**config.mk**
```make
export PLATFORM = sky130hd
export DESIGN_NAME = fmcsb_bank
export DESIGN_NICKNAME = d
export VERILOG_FILES = /design/src/fmcsb_pkg.sv /design/src/fmcsb_bank.sv
export SDC_FILE = /design/constraint.sdc
export NUM_CORES = 1
export LEC_CHECK = 0
export BUFFER_PORTS_ARGS = -buffer_cell sky130_fd_sc_hd__clkbuf_2
export CAP_MARGIN = 20
export CORE_MARGIN = 2
export CORE_UTILIZATION = 65
export CTS_CLUSTER_SIZE = 12
export DETAILED_ROUTE_END_ITERATION = 10
export GPL_ROUTABILITY_DRIVEN = 0
export PLACE_DENSITY = 0.95
export SYNTH_ARGS = -nofsm -noshare
export SYNTH_HDL_FRONTEND = slang
export SYNTH_SLANG_ARGS = --single-unit
export TNS_END_PERCENT = 100
```
**constraint.sdc**
```tcl
create_clock -name core_clk -period 23.3 [get_ports core_clk]
set_input_delay 4.66 -clock core_clk [delete_from_list [all_inputs] [get_ports core_clk]]
set_output_delay 4.66 -clock core_clk [all_outputs]
set_load 0.05 [all_outputs]
```
**src/fmcsb_pkg.sv**
```systemverilog
// Constants for the fan monitor configuration and status register bank
package fmcsb_pkg;

  // Register offsets
  localparam logic [7:0] ADDR_DIODE2_IDEALITY = 8'h3B;
  localparam logic [7:0] ADDR_DIODE3_IDEALITY = 8'h3C;
  localparam logic [7:0] ADDR_PWM_OUTPUT_CFG  = 8'h3D;
  localparam logic [7:0] ADDR_MAKER_CODE      = 8'h3E;
  localparam logic [7:0] ADDR_DIE_REVISION    = 8'h3F;
  localparam logic [7:0] ADDR_LOCK_AND_START  = 8'h40;
  localparam logic [7:0] ADDR_ALERT_FLAGS_1   = 8'h41;
  localparam logic [7:0] ADDR_ALERT_FLAGS_2   = 8'h42;
  localparam logic [7:0] ADDR_ALERT_FLAGS_3   = 8'h44;
  localparam logic [7:0] ADDR_ALERT_FLAGS_4   = 8'h45;

  // Reset values
  localparam logic [5:0] RST_IDEALITY   = 6'h12;
  localparam logic [5:0] RST_PWM_CFG    = 6'h0F;
  localparam logic       RST_START      = 1'b1;
  localparam logic [7:0] RST_ALERT      = 8'h00;

  // Field positions
  localparam int POS_SECOND_PWM_TYPE = 5;
  localparam int POS_FIRST_PWM_TYPE  = 4;
  localparam int POS_SECOND_FREQ     = 2;
  localparam int POS_FIRST_FREQ      = 0;
  localparam int POS_LOCK            = 1;
  localparam int POS_START           = 0;
  localparam int POS_GPIO_CHANGE     = 7;
  localparam int POS_FAN2_SPEED_FAULT_FLAG           = 7;
  localparam int POS_FAN1_SPEED_FAULT_FLAG           = 6;

  // Alert flags 4 bit 5 is reserved
  localparam logic [7:0] ALERT4_USED = 8'hDF;

  // Ideality factor scaled by 10000
  localparam logic [5:0]  IDEAL_CODE_MIN   = 6'h08;
  localparam logic [5:0]  IDEAL_CODE_MAX   = 6'h37;
  localparam logic [13:0] IDEAL_FACTOR_MIN = 14'd9951;
  localparam logic [13:0] IDEAL_STEP_E2    = 14'd1359;
  localparam logic [13:0] IDEAL_STEP_DIV   = 14'd100;

  // PWM base frequency selection
  localparam logic [1:0] FREQ_26K    = 2'b00;
  localparam logic [1:0] FREQ_19K5   = 2'b01;
  localparam logic [1:0] FREQ_4882   = 2'b10;
  localparam logic [1:0] FREQ_2441   = 2'b11;

  localparam int CLK_HZ       = 50_000_000;
  localparam int F26K_HZ      = 26_000;
  localparam int F19K5_HZ     = 19_500;
  localparam int F4882_HZ     = 4_882;
  localparam int F2441_HZ     = 2_441;
  localparam int STEPS_8BIT   = 256;
  localparam int STEPS_10BIT  = 1024;

  // Prescale counts per duty step
  localparam logic [4:0] DIV_26K  = 5'(CLK_HZ / (F26K_HZ * STEPS_8BIT));
  localparam logic [4:0] DIV_19K5 = 5'(CLK_HZ / (F19K5_HZ * STEPS_10BIT));
  localparam logic [4:0] DIV_4882 = 5'(CLK_HZ / (F4882_HZ * STEPS_10BIT));
  localparam logic [4:0] DIV_2441 = 5'(CLK_HZ / (F2441_HZ * STEPS_10BIT));

  localparam logic [9:0] TOP_8BIT  = 10'h0FF;
  localparam logic [9:0] TOP_10BIT = 10'h3FF;

endpackage : fmcsb_pkg

```
**src/fmcsb_bank.sv**
```systemverilog
// Configuration, identity, lock/start and alert status register bank
//
// How it works
// - Two diode ideality registers hold six-bit codes, reset 12h, factor 1.0086.
// - Ideality code maps monotonically to factor, 001000 near 0.9951, 110111 near 1.0589.
// - Config bit 5: second PWM pin open drain (0, reset) or push-pull (1).
// - Config bit 4: first PWM pin open drain (0, reset) or push-pull (1).
// - Bits 3:2 pick second PWM base: 26k, 19.5k, 4882, 2441 Hz default.
// - Bits 1:0 pick first PWM base with the same encoding.
// - PWM duty is 8-bit at the fastest base, 10-bit otherwise.
// - Maker code register returns a fixed byte and ignores the lock.
// - Revision register at 3Fh returns a fixed die revision byte.
// - Lock bit set makes every lockable register read-only.
// - Start bit is read-only and set whenever low power mode is set.
// - Without low power mode, start is one only with both power inputs good.
// - Each status input has its own enable plus one global disable.
// - Interrupt pin driven low when any flag set and global enable is one.
// - Reading a status register clears set bits whose cause has gone.
// - Interrupt pin released once no flag remains set.
// - Flags 1 hold diode2 fault/limit, internal, diode1 limit/fault, supply, inputs 1, 2.
// - Diode 1 limit flag follows only software limits, not voltage threshold.
// - Flags 2 hold io change, shutdown, diode3 fault/limit, regulator, fan shorts.
// - IO change flag clears on read unless an unmasked change arrives in that cycle, and sets only on unmasked changes.
// - Tach flag set on stall, failed spin-up or target unreachable at full drive.
`timescale 1ns/100ps

module fmcsb_bank
  import fmcsb_pkg::*;
#(
  // Arbitrary identification values
  parameter logic [7:0] MAKER_CODE_VALUE   = 8'hA7,
  parameter logic [7:0] DIE_REVISION_VALUE = 8'h01
)
(
  input  wire logic        core_clk,
  input  wire logic        rst_n,
  input  wire logic [7:0]  reg_addr,
  input  wire logic        reg_wr_en,
  input  wire logic [7:0]  reg_wdata,
  input  wire logic        reg_rd_en,
  output logic      [7:0]  reg_rdata,
  input  wire logic        low_power_mode_bit,
  input  wire logic        power_ok_3v3_input_n,
  input  wire logic        supply_power_good_input,
  input  wire logic        global_interrupt_enable,
  input  wire logic [7:0]  alert_enable_1,
  input  wire logic [7:0]  alert_enable_2,
  input  wire logic [7:0]  alert_enable_3,
  input  wire logic [7:0]  alert_enable_4,
  input  wire logic [7:0]  alert_cond_1,
  input  wire logic [6:0]  alert_cond_2,
  input  wire logic        gpio_change_pulse,
  input  wire logic [7:0]  alert_cond_3,
  input  wire logic [4:0]  alert_cond_4,
  input  wire logic        fan1_stall,
  input  wire logic        fan1_spinup_fail,
  input  wire logic        fan1_drive_fail,
  input  wire logic        fan2_stall,
  input  wire logic        fan2_spinup_fail,
  input  wire logic        fan2_drive_fail,
  input  wire logic [9:0]  fan1_duty,
  input  wire logic [9:0]  fan2_duty,
  output logic             alert_interrupt_pin_n,
  output logic [5:0]       diode2_ideality_code,
  output logic [5:0]       diode3_ideality_code,
  output logic [13:0]      diode2_factor_e4,
  output logic [13:0]      diode3_factor_e4,
  output logic             first_pwm_output_type,
  output logic             second_pwm_output_type,
  output logic [1:0]       first_pwm_freq_select,
  output logic [1:0]       second_pwm_freq_select,
  output logic             first_pwm_pin_out,
  output logic             first_pwm_pin_oe,
  output logic             second_pwm_pin_out,
  output logic             second_pwm_pin_oe,
  output logic             software_lock,
  output logic             start_status
);

  logic [5:0]  diode2_ideality_reg;
  logic [5:0]  diode3_ideality_reg;
  logic [5:0]  pwm_cfg_reg;
  logic        lock_reg;
  logic        start_reg;
  logic [7:0]  alert_reg [4];
  logic [7:0]  cond_level [4];
  logic [7:0]  set_now [4];
  logic [7:0]  enable_in [4];
  logic [7:0]  read_keep [4];
  logic [3:0]  rd_hit;
  logic        wr_ok;
  logic        any_flag;
  logic [7:0]  rdata_next;
  logic        fan1_speed_fault_flag_cause;
  logic        fan2_speed_fault_flag_cause;

  assign wr_ok = reg_wr_en && !lock_reg;

  assign fan1_speed_fault_flag_cause = fan1_stall | fan1_spinup_fail | fan1_drive_fail;
  assign fan2_speed_fault_flag_cause = fan2_stall | fan2_spinup_fail | fan2_drive_fail;

  assign cond_level[0] = alert_cond_1;
  assign cond_level[1] = {1'b0, alert_cond_2};
  assign cond_level[2] = alert_cond_3;
  assign cond_level[3] = {fan2_speed_fault_flag_cause, fan1_speed_fault_flag_cause, 1'b0, alert_cond_4};

  assign enable_in[0] = alert_enable_1;
  assign enable_in[1] = alert_enable_2;
  assign enable_in[2] = alert_enable_3;
  assign enable_in[3] = alert_enable_4;

  assign rd_hit[0] = reg_rd_en && (reg_addr == ADDR_ALERT_FLAGS_1);
  assign rd_hit[1] = reg_rd_en && (reg_addr == ADDR_ALERT_FLAGS_2);
  assign rd_hit[2] = reg_rd_en && (reg_addr == ADDR_ALERT_FLAGS_3);
  assign rd_hit[3] = reg_rd_en && (reg_addr == ADDR_ALERT_FLAGS_4);

  // Ideality code registers
  always_ff @(posedge core_clk)
  begin
    if (!rst_n)
    begin
      diode2_ideality_reg <= RST_IDEALITY;
      diode3_ideality_reg <= RST_IDEALITY;
    end
    else if (wr_ok && reg_addr == ADDR_DIODE2_IDEALITY)
    begin
      diode2_ideality_reg <= reg_wdata[5:0];
    end
    else if (wr_ok && reg_addr == ADDR_DIODE3_IDEALITY)
    begin
      diode3_ideality_reg <= reg_wdata[5:0];
    end
  end

  // PWM configuration register
  always_ff @(posedge core_clk)
  begin
    if (!rst_n)
    begin
      pwm_cfg_reg <= RST_PWM_CFG;
    end
    else if (wr_ok && reg_addr == ADDR_PWM_OUTPUT_CFG)
    begin
      pwm_cfg_reg <= reg_wdata[5:0];
    end
  end

  // Lock bit
  always_ff @(posedge core_clk)
  begin
    if (!rst_n)
    begin
      lock_reg <= 1'b0;
    end
    else if (wr_ok && reg_addr == ADDR_LOCK_AND_START && reg_wdata[POS_LOCK])
    begin
      lock_reg <= 1'b1;
    end
  end

  // Start status bit
  always_ff @(posedge core_clk)
  begin
    if (!rst_n)
    begin
      start_reg <= RST_START;
    end
    else
    begin
      start_reg <= low_power_mode_bit |
                   (!power_ok_3v3_input_n && supply_power_good_input);
    end
  end

  // Alert status flags, set wins over read clear
  generate
    for (genvar r = 0; r < 4; r++)
    begin : g_alert
      assign set_now[r] = (r == 1) ?
          ((cond_level[r] & enable_in[r]) |
           ({7'h00, gpio_change_pulse & enable_in[r][POS_GPIO_CHANGE]} << POS_GPIO_CHANGE)) :
          (cond_level[r] & enable_in[r] & ((r == 3) ? ALERT4_USED : 8'hFF));
      assign read_keep[r] = (r == 1) ?
          (cond_level[r] & ~(8'h01 << POS_GPIO_CHANGE)) : cond_level[r];

      always_ff @(posedge core_clk)
      begin
        if (!rst_n)
        begin
          alert_reg[r] <= RST_ALERT;
        end
        else if (rd_hit[r])
        begin
          alert_reg[r] <= (alert_reg[r] & read_keep[r]) | set_now[r];
        end
        else
        begin
          alert_reg[r] <= alert_reg[r] | set_now[r];
        end
      end
    end
  endgenerate

  assign any_flag = |{alert_reg[0], alert_reg[1], alert_reg[2], alert_reg[3]};

  // Interrupt pin
  always_ff @(posedge core_clk)
  begin
    if (!rst_n)
    begin
      alert_interrupt_pin_n <= 1'b1;
    end
    else
    begin
      alert_interrupt_pin_n <= !(any_flag && global_interrupt_enable);
    end
  end

  // Read data multiplexer
  always_comb
  begin
    case (reg_addr)
      ADDR_DIODE2_IDEALITY: rdata_next = {2'b00, diode2_ideality_reg};
      ADDR_DIODE3_IDEALITY: rdata_next = {2'b00, diode3_ideality_reg};
      ADDR_PWM_OUTPUT_CFG:  rdata_next = {2'b00, pwm_cfg_reg};
      ADDR_MAKER_CODE:      rdata_next = MAKER_CODE_VALUE;
      ADDR_DIE_REVISION:    rdata_next = DIE_REVISION_VALUE;
      ADDR_LOCK_AND_START:  rdata_next = {6'h00, lock_reg, start_reg};
      ADDR_ALERT_FLAGS_1:   rdata_next = alert_reg[0];
      ADDR_ALERT_FLAGS_2:   rdata_next = alert_reg[1];
      ADDR_ALERT_FLAGS_3:   rdata_next = alert_reg[2];
      ADDR_ALERT_FLAGS_4:   rdata_next = alert_reg[3];
      default:              rdata_next = 8'h00;
    endcase
  end

  always_ff @(posedge core_clk)
  begin
    if (!rst_n)
    begin
      reg_rdata <= 8'h00;
    end
    else if (reg_rd_en)
    begin
      reg_rdata <= rdata_next;
    end
  end

  // Ideality code to factor, clamped to the table range
  function automatic logic [13:0] fmcsb_factor(input logic [5:0] code);
    logic [5:0]  c;
    logic [13:0] steps;
    logic [19:0] scaled;
    c = (code < IDEAL_CODE_MIN) ? IDEAL_CODE_MIN :
        (code > IDEAL_CODE_MAX) ? IDEAL_CODE_MAX : code;
    steps  = {8'h00, c - IDEAL_CODE_MIN};
    scaled = ({6'h00, steps} * {6'h00, IDEAL_STEP_E2}) / {6'h00, IDEAL_STEP_DIV};
    return IDEAL_FACTOR_MIN + scaled[13:0];
  endfunction : fmcsb_factor

  // Configuration outputs
  always_ff @(posedge core_clk)
  begin
    if (!rst_n)
    begin
      diode2_ideality_code   <= RST_IDEALITY;
      diode3_ideality_code   <= RST_IDEALITY;
      diode2_factor_e4       <= 14'h0000;
      diode3_factor_e4       <= 14'h0000;
      first_pwm_output_type  <= RST_PWM_CFG[POS_FIRST_PWM_TYPE];
      second_pwm_output_type <= RST_PWM_CFG[POS_SECOND_PWM_TYPE];
      first_pwm_freq_select  <= RST_PWM_CFG[POS_FIRST_FREQ +: 2];
      second_pwm_freq_select <= RST_PWM_CFG[POS_SECOND_FREQ +: 2];
      software_lock          <= 1'b0;
      start_status           <= RST_START;
    end
    else
    begin
      diode2_ideality_code   <= diode2_ideality_reg;
      diode3_ideality_code   <= diode3_ideality_reg;
      diode2_factor_e4       <= fmcsb_factor(diode2_ideality_reg);
      diode3_factor_e4       <= fmcsb_factor(diode3_ideality_reg);
      first_pwm_output_type  <= pwm_cfg_reg[POS_FIRST_PWM_TYPE];
      second_pwm_output_type <= pwm_cfg_reg[POS_SECOND_PWM_TYPE];
      first_pwm_freq_select  <= pwm_cfg_reg[POS_FIRST_FREQ +: 2];
      second_pwm_freq_select <= pwm_cfg_reg[POS_SECOND_FREQ +: 2];
      software_lock          <= lock_reg;
      start_status           <= start_reg;
    end
  end

  // PWM generators, one per fan
  logic [1:0] pin_out;
  logic [1:0] pin_oe;

  generate
    for (genvar f = 0; f < 2; f++)
    begin : g_pwm
      logic [1:0] sel;
      logic       push_pull;
      logic [9:0] duty;
      logic [4:0] div_cnt_reg;
      logic [4:0] div_top;
      logic [9:0] step_reg;
      logic [9:0] step_top;
      logic [9:0] duty_eff;
      logic       level;

      assign sel = (f == 1) ? pwm_cfg_reg[POS_SECOND_FREQ +: 2] :
                              pwm_cfg_reg[POS_FIRST_FREQ +: 2];
      assign push_pull = (f == 1) ? pwm_cfg_reg[POS_SECOND_PWM_TYPE] :
                                    pwm_cfg_reg[POS_FIRST_PWM_TYPE];
      assign duty = (f == 1) ? fan2_duty : fan1_duty;

      always_comb
      begin
        case (sel)
          FREQ_26K:  div_top = DIV_26K;
          FREQ_19K5: div_top = DIV_19K5;
          FREQ_4882: div_top = DIV_4882;
          FREQ_2441: div_top = DIV_2441;
          default:   div_top = DIV_2441;
        endcase
      end

      assign step_top = (sel == FREQ_26K) ? TOP_8BIT : TOP_10BIT;
      assign duty_eff = (sel == FREQ_26K) ? {2'b00, duty[9:2]} : duty;
      assign level    = (step_reg < duty_eff);

      always_ff @(posedge core_clk)
      begin
        if (!rst_n)
        begin
          div_cnt_reg <= 5'h00;
          step_reg    <= 10'h000;
        end
        else if (div_cnt_reg >= div_top - 5'd1)
        begin
          div_cnt_reg <= 5'h00;
          step_reg    <= (step_reg >= step_top) ? 10'h000 : step_reg + 10'd1;
        end
        else
        begin
          div_cnt_reg <= div_cnt_reg + 5'd1;
        end
      end

      // Open drain drives low only; push-pull always drives
      always_ff @(posedge core_clk)
      begin
        if (!rst_n)
        begin
          pin_out[f] <= 1'b0;
          pin_oe[f]  <= 1'b0;
        end
        else
        begin
          pin_out[f] <= push_pull & level;
          pin_oe[f]  <= push_pull | !level;
        end
      end
    end
  endgenerate

  assign first_pwm_pin_out  = pin_out[0];
  assign first_pwm_pin_oe   = pin_oe[0];
  assign second_pwm_pin_out = pin_out[1];
  assign second_pwm_pin_oe  = pin_oe[1];

endmodule : fmcsb_bank

```
# Word-level counts from Yosys, hierarchy flattened
# Memories as Yosys holds them, arrays and structs flattened.
# Cells that the tools add are included.
# totals
memories	1
input_bits	111
wordCells	172
ff_bits	111
ramBits	32
output_inout_bits	61
# mem_list
memory	depth	width	read_ports	rd_ports_with_merged_regs	wr	line_no	rtl
alert_reg	4	8	4	0	4	fmcsb_bank.sv:85	logic [7:0] alert_reg [4];
# op_classes
n_mux	46
addsub	10
div	2
n_reduce_logical	23
mul	2
magnitude_cmp	10
n_bitwise	37
n_eq_ne	16
# ops
operator	count
8-bit one-hot mux with 10 select lines	1
8-bit OR	9
8-bit 2-to-1 mux	8
10-bit 2-to-1 mux	6
8-bit bitwise AND	6
17-bit by 7-bit divider with 20-bit output (second input constant)	2
8-bit by 6-bit == test with 1-bit output (second input constant)	5
8-bit by 7-bit == test with 1-bit output (second input constant)	5
5-bit one-hot mux with 4 select lines	2
6-bit by 11-bit multiplier with 17-bit output (second input constant)	2
32-bit OR reduction	1
14-bit adder (first input constant)	2
1-bit 2-to-1 mux	25
6-bit 2-to-1 mux	4
10-bit by 1-bit adder with 10-bit output (second input constant)	2
10-bit greater-or-equal comparator	2
10-bit less-than comparator	2
1-bit OR	15
6-bit greater-than comparator (second input constant)	2
1-bit logical AND	12
6-bit by 4-bit less-than comparator with 1-bit output (second input constant)	2
6-bit by 4-bit subtractor with 6-bit output (second input constant)	2
5-bit by 1-bit adder with 5-bit output (second input constant)	2
5-bit greater-or-equal comparator	2
other kinds (11)	25

# Longest topological paths before layout
# Gate-level depths: netlist of run 1.
# logic_depth
ltp_word	7
ltp_mapped	53
depth_no_buf	46

# Worst setup path after synthesis of run 1
# Ideal clock, no wire load.
# synth_timing
path_kind	register to register
startpoint	register diode2_ideality_reg[4]
endpoint	register diode2_factor_e4[8]
required_time_ns	23.172
n_path_buf	4
setup_ns	0.128
arrival_ns	10.101
stages_incl_launch_ff	44
setup_slack_ns	13.072
path_cell_list	dfxtp_1 > clkbuf_1 > nor2_1 > o21ai_0 > ha_1 > xor2_1 > ha_1 > ha_1 > fa_1 > ha_1 > a21o_1 > and2_1 > o21a_1 > a21o_1 > a211oi_1 > buf_4 > a31oi_1 > o22a_1 > (+8 left out) > and4_4 > o21a_1 > nor4_1 > and4b_1 > buf_4 > mux2i_2 > a211oi_2 > maj3_2 > maj3_2 > mux2i_1 > mux2_2 > and2_1 > ha_1 > nand4_1 > o21ai_0 > nand2b_1 > xnor2_1 > nor2_1
# synth_between
elab_chain_cells	7
word_cells_on_any_way	8
# synth_lines
element	line_no	rtl
start, declared	fmcsb_bank.sv:80	logic [5:0] diode2_ideality_reg;
start signal, assigned	fmcsb_bank.sv:127	diode2_ideality_reg <= reg_wdata[5:0];
6-bit greater-than comparator	fmcsb_bank.sv:255	(code > IDEAL_CODE_MAX) ? IDEAL_CODE_MAX : code;
6-bit 2-to-1 mux	fmcsb_bank.sv:255	
6-bit 2-to-1 mux *	fmcsb_bank.sv:254	c = (code < IDEAL_CODE_MIN) ? IDEAL_CODE_MIN :
6-bit by 4-bit subtractor with 6-bit output *	fmcsb_bank.sv:256	steps = {8'h00, c - IDEAL_CODE_MIN};
6-bit by 11-bit multiplier with 17-bit output *	fmcsb_bank.sv:257	scaled = ({6'h00, steps} * {6'h00, IDEAL_STEP_E2}) / {6'h00, IDEAL_STEP_DIV};
17-bit by 7-bit divider with 20-bit output *	fmcsb_bank.sv:257	
14-bit adder *	fmcsb_bank.sv:258	return IDEAL_FACTOR_MIN + scaled[13:0];
end signal, assigned	fmcsb_bank.sv:281	diode2_factor_e4 <= fmcsb_factor(diode2_ideality_reg);
end, declared	fmcsb_bank.sv:66	output logic [13:0] diode2_factor_e4,
# Every way passes the cells marked *; elsewhere a longest branch is shown, timed or not.
# A chain may end at the register's enable or synchronous reset.

# Worst setup path after layout of run 1
# layout_timing
startpoint	register diode3_ideality_reg[4]
endpoint	register diode3_factor_e4[8]
# layout_between
elab_chain_cells	7
word_cells_on_any_way	8
# layout_lines
element	line_no	rtl
start, declared	fmcsb_bank.sv:81	logic [5:0] diode3_ideality_reg;
start signal, assigned	fmcsb_bank.sv:131	diode3_ideality_reg <= reg_wdata[5:0];
6-bit greater-than comparator	fmcsb_bank.sv:255	
6-bit 2-to-1 mux	fmcsb_bank.sv:255	
6-bit 2-to-1 mux *	fmcsb_bank.sv:254	
6-bit by 4-bit subtractor with 6-bit output *	fmcsb_bank.sv:256	
6-bit by 11-bit multiplier with 17-bit output *	fmcsb_bank.sv:257	
17-bit by 7-bit divider with 20-bit output *	fmcsb_bank.sv:257	
14-bit adder *	fmcsb_bank.sv:258	
end signal, assigned	fmcsb_bank.sv:282	diode3_factor_e4 <= fmcsb_factor(diode3_ideality_reg);
end, declared	fmcsb_bank.sv:67	output logic [13:0] diode3_factor_e4,
# Marked as above.

==> results.cfg, run 1 <==
[finish]
final_cell_mix = clkbuf_2 (167), nand2_1 (165), nor2_1 (137), ha_1 (126), a21oi_1 (118)
drive_above_1_share = 0.187
fin_nets = 2174
final_common_cell = clkbuf_2
num-fill-cells = 1422
area.growth.synth_to_final_pct = 10.6
largest_register_ffs = 31
antenna_cells = 0

[global_route]
antenna_found_initial = 0
grt_usage = 0.357
grt_max_degree = 50
grt_pass1_wl_mm = 70.8
grt_pass1_vias = 14653
grt-ovfl-total = 0

[route]
routedWlPerCell_um = 19.9
drt_iter0_markers = 1902
drc = 0
drtAntennaViolNets = 0
drt-pass1-iter-count = 8
wl_mm = 44.0
routed_via_density = 7.02
dr_total_vias = 15562

[yosys]
syn_area_mm2 = 0.0146
yosysSeqAreaShare = 0.212
synth_cell_types = 153
postSynthAreaPerCell_um2 = 8.24
synth_warnings = 0
synth_edf_count = 31
synth_top_flop_cell = dfxtp_1
async_flop_share = 0
ys_ff_latch = 139
syn-instance-count = 1773

[sta]
worst_slew_pin_slew_ns = 1.13
slew_headroom = 0.238
setup_tns_ns = 0
finalCritPeriodShare = 0.579
slew_violations = 0
setup_viol = 0
period_needed_ns = 13.49
max_freq_mhz = 74.1
rsz0062_at_grt = false
final.setup_skew_ns = 0.0111
finalHoldViolCount = 0
worst_hold_slack_ns = 0.467

[worst_setup_path]
worst-setup-path-type = flop to flop
start_kind = flop
arrival_ns = 13.81
cpMaxStageDelayCell = o21ai_0
cp_common_cell = ha_1
cp_slowest_stage_delay_ns = 0.74
cp.required_ns = 23.61
r2r_cells = 42
endpoint_kind = flop
crit_fanout = 20

[floorplan]
row_count = 54
die_h_um = 154
num_io_pins = 172
core_area_mm2 = 0.0220
die_area_mm2 = 0.0237
die_x_um = 154
start_util = 0.666

[hold_path]
hold_path.class = flop to flop
worstHoldPathCells = 1

[cts]
cts_resized = 0
cts_tree = yes
cts_setup_buffers = 0
cts_buffer_depth = 2
cts_max_level = 4
numCtsBuffers = 17
clock_latency_ns = 0.45
cts.sinks = 139
clkTransAtPathRegs_ns = 0.07
root_buffer = clkbuf_16
hold_buffers = 0

[power]
vdd_ir_drop_max_mv = 0.0613
leakagePower_nw = 7.09
pwr_density_cell_mw_per_mm2 = 56.0

[placed_design]
io_buffer_count = 166
dp_hpwl_mm = 30.5

[run_status]
outcome = completed

[flow_run]
maxCapViolations = 0
[worst max-delay path: cells and delay by family (launching register included)]
| family | cells | cell delay, ns |
|---|---|---|
| flip-flops | 1 | 0.52 |
| buffers and inverters | 2 | 0.31 |
| XOR/XNOR | 3 | 1.06 |
| AND/OR/NAND/NOR | 15 | 4.21 |
| adder cells (fa/ha/maj) | 6 | 2.25 |
| AO/OA/AOI/OAI | 16 | 4.99 |
[routing by layer]
metal,GRT usage,share of wire,vias up
met2,0.605,0.48,1150
li1,-,-,6938
met1,0.431,0.36,7231
met4,0.187,0.053,0
met3,0.0648,0.10,243
met5,0,0,-
[cells by family (layout without fill, tap and decap cells)]
group                      Yosys count  in the layout  share of synthesized area
AOI/OAI and AO/OA                  588            588                      0.301
xor gates and xnor gates            88             88                     0.0548
adders and majority gates          149            149                      0.132
buffers and inverters              149            283                     0.0507
DFF                                139            139                      0.212
muxes                               54             54                     0.0388
other                                2             33                   0.000514
and+or+nand+nor                    604            604                      0.211
[report_power, final]
group | total, mW | switching, mW | internal [mW]
Sequential | 0.269 | 0.00757 | 0.262
Combinational | 0.334 | 0.215 | 0.119
Clock | 0.302 | 0.135 | 0.166
Total | 0.905 | 0.358 | 0.546
[metrics by stage]
stage / area [um^2] / utilization / cells / setup slack (ns) / total power, mW
floorplan: 14700 / - / 1804 / 13.07 / 0.523
global placement: 15500 / 0.706 / 2183 / 10.74 / 0.575
detailed placement: 15500 / 0.706 / 2183 / 10.47 / 0.585
CTS: 16100 / 0.735 / 2215 / 9.89 / 0.885
global route: 16200 / 0.736 / 2218 / 9.11 / 0.934
finish: 16200 / 0.736 / 2218 / 9.81 / 0.905
[final timing paths]
kind	start	slack [ns]	end
setup reg to reg	diode3_ideality_reg[4]$_SDFFE_PN1P_	9.81	diode3_factor_e4[8]$_SDFF_PN0_
hold / removal	g_pwm[0].div_cnt_reg[0]$_SDFF_PP0_	0.47	g_pwm[0].div_cnt_reg[0]$_SDFF_PP0_
setup / recovery	diode3_ideality_reg[4]$_SDFFE_PN1P_	9.81	diode3_factor_e4[8]$_SDFF_PN0_
hold reg to reg	g_pwm[0].div_cnt_reg[0]$_SDFF_PP0_	0.47	g_pwm[0].div_cnt_reg[0]$_SDFF_PP0_
[cell usage after synthesis (21+ instances only)]
library cell | instances | area share
and3_1 | 21 | 0.0090
dfxtp_1 | 108 | 0.15
and2_1 | 24 | 0.010
xnor2_1 | 47 | 0.028
a22oi_1 | 24 | 0.012
nor3_1 | 38 | 0.013
nand2b_1 | 22 | 0.0094
ha_1 | 126 | 0.11
a21oi_1 | 118 | 0.040
edfxtp_1 | 31 | 0.064
nand2_1 | 165 | 0.042
mux2i_1 | 45 | 0.031
o211ai_1 | 30 | 0.015
nor2_1 | 137 | 0.035
xor2_1 | 37 | 0.022
o21ai_0 | 116 | 0.040
inv_1 | 74 | 0.019
a31oi_1 | 23 | 0.0098
clkbuf_1 | 32 | 0.0082
nand3_1 | 52 | 0.018
[cell type report]
class | instances | area [um^2] | area share
clock inverter | 13 | 155 | 0.00960
multi-input combinational | 1516 | 10900 | 0.675
sequential | 139 | 3090 | 0.191
tap | 280 | 350 | 0.0217
timing repair buffer | 175 | 896 | 0.0554
clock buffer | 19 | 475 | 0.0294
inverter | 76 | 285 | 0.0177
No activity file was read; power rests on OpenSTA's default activity.
==> inputs of run 2 (changes only) <==
--- a/config.mk
+++ b/config.mk
@@ -8,11 +8,11 @@
 export BUFFER_PORTS_ARGS = -buffer_cell sky130_fd_sc_hd__clkbuf_2
 export CAP_MARGIN = 20
 export CORE_MARGIN = 2
-export CORE_UTILIZATION = 65
+export CORE_UTILIZATION = 55
 export CTS_CLUSTER_SIZE = 12
 export DETAILED_ROUTE_END_ITERATION = 10
 export GPL_ROUTABILITY_DRIVEN = 0
-export PLACE_DENSITY = 0.95
+export PLACE_DENSITY = 0.86
 export SYNTH_ARGS = -nofsm -noshare
 export SYNTH_HDL_FRONTEND = slang
 export SYNTH_SLANG_ARGS = --single-unit
==> constraint.sdc (replaced) <==
create_clock -name core_clk -period 12.15 [get_ports core_clk]
set_input_delay 2.43 -clock core_clk [delete_from_list [all_inputs] [get_ports core_clk]]
set_output_delay 2.43 -clock core_clk [all_outputs]
set_load 0.05 [all_outputs]
==> run 2 against run 1 <==
Net effect: global-route usage is 7.7 points lower; die area increased by 18%; count of clock-buffer cells in the layout unchanged; utilization decreased by 11 points; sequential share of layout area fell by 0.22 points; largest cell class unchanged; largest power group unchanged.
==> results.cfg, run 2 (synthesized netlist as in run 1, its figures left out) <==
[worst_setup_path]
cpMaxStageDelayCell = fa_1
start_kind = flop
worst-setup-path-type = flop to flop
cp_common_cell = ha_1
endpoint_kind = flop
cp_slowest_stage_delay_ns = 0.59
arrival_ns = 11.75
cp.required_ns = 12.46
crit_fanout = 9

[cts]
cts_buffer_depth = 2
cts_max_level = 4
cts.sinks = 139
hold_buffers = 0
clkTransAtPathRegs_ns = 0.06
clock_latency_ns = 0.45
numCtsBuffers = 17
root_buffer = clkbuf_16
cts_tree = yes

[hold_path]
hold_path.class = flop to flop

[finish]
stdcell_area_mm2 = 0.0163
final_common_cell = clkbuf_2
largest_register_ffs = 31
drive_above_1_share = 0.196
multi_input_area_mm2 = 0.0110
fin_nets = 2180
final_cell_mix = clkbuf_2 (167), nand2_1 (165), nor2_1 (137), ha_1 (126), a21oi_1 (117)
fin_util = 0.627
num-fill-cells = 2147
seq_area_mm2 = 0.00309
area.growth.synth_to_final_pct = 11.8

[run_status]
outcome = completed

[route]
drc = 0
drt_iter0_markers = 1641
wl_mm = 41.2
drt-pass1-iter-count = 9
drtAntennaViolNets = 0
routedWlPerCell_um = 18.1
routed_via_density = 6.56
dr_total_vias = 14954

[power]
leakagePower_nw = 7.12
p_comb_frac = 0.371
p_clk_frac = 0.324
p_sw_frac = 0.392
internal-power_mw = 1.03
pwr_density_cell_mw_per_mm2 = 103
power_switching_mw = 0.663
p_total_mw = 1.69
p_seq_frac = 0.305
vdd_ir_drop_max_mv = 0.160

[flow_run]
maxCapViolations = 0

[floorplan]
core_area_mm2 = 0.0261
die_x_um = 167
row_count = 59
die_h_um = 167
die_area_mm2 = 0.0279
num_io_pins = 172
start_util = 0.561

[sta]
finalCritPeriodShare = 0.942
finalHoldViolCount = 0
slew_violations = 0
slew_headroom = 0.249
setup_viol = 0
period_needed_ns = 11.44
setup_tns_ns = 0
worst_hold_slack_ns = 0.465
worst_slew_pin_slew_ns = 1.12
max_freq_mhz = 87.4
final.setup_skew_ns = 0.0152

[placed_design]
dp_hpwl_mm = 30.4
dpl-instance-area_mm2 = 0.0156
io_buffer_count = 166

[global_route]
grt_pass1_wl_mm = 66.1
grt_usage = 0.280
antenna_found_initial = 1
grt-ovfl-total = 0
grt_pass1_vias = 13832
grt_max_degree = 57
[run 2: cell type report]
class	instances	area share
diodes	1	0.000153
clock buffers	19	0.0291
clock inverters	13	0.00842
inverters	76	0.0175
multi-input cells	1516	0.672
flip-flops and latches	139	0.189
well taps	335	0.0256
repair buffers	181	0.0576
[run 2: stage by stage]
stage,instances,setup slack (ns)
2_1_floorplan,1804,1.92
3_3_place_gp,2245,0.933
3_5_place_dp,2245,0.440
4_1_cts,2277,0.307
5_1_grt,2280,-0.0155
6_report,2280,0.710
[run 2: final timing paths]
kind,from,to,slack [ns],cells after the start
worst min-delay path,g_pwm[0].div_cnt_reg[0]$_SDFF_PP0_,g_pwm[0].div_cnt_reg[0]$_SDFF_PP0_,0.46,1
worst max register to register,diode2_ideality_reg[4]$_SDFFE_PN1P_,diode2_factor_e4[8]$_SDFF_PN0_,0.71,42
worst max-delay path,diode2_ideality_reg[4]$_SDFFE_PN1P_,diode2_factor_e4[8]$_SDFF_PN0_,0.71,42
worst min register to register,g_pwm[0].div_cnt_reg[0]$_SDFF_PP0_,g_pwm[0].div_cnt_reg[0]$_SDFF_PP0_,0.46,1
[run 2: power groups by stage]
stage	Combinational (mW)	Clock [mW]	Sequential (mW)
floorplan	0.419	0	0.584
global placement	0.584	0	0.525
detailed placement	0.600	0	0.526
CTS	0.607	0.549	0.516
global route	0.679	0.569	0.518
finish	0.627	0.548	0.516
[run 2: worst max-delay path, delay by kind of cell, from the launching register on]
family          cells  cell delay [ns]
compound gates     13             3.08
xor+xnor            1             0.13
fa+ha+maj           8             2.71
buf+inv             3             0.32
flops               1             0.50
simple gates       13             3.30
mux                 4             1.28
[run 2: timing repair]
item | 4_1_cts | 5_1_grt
setup endpoints to repair | 0 | 8
resized for setup | 0 | 18
buffers inserted | 0 | 1
[run 2: layer usage]
| layer | vias to the layer above | track usage | wire, um |
|---|---|---|---|
| li1 | 6942 | - | - |
| met1 | 7040 | 0.348 | 16100 |
| met2 | 828 | 0.483 | 20200 |
| met3 | 144 | 0.0497 | 3430 |
| met4 | 0 | 0.103 | 1480 |
| met5 | - | 0 | 0 |
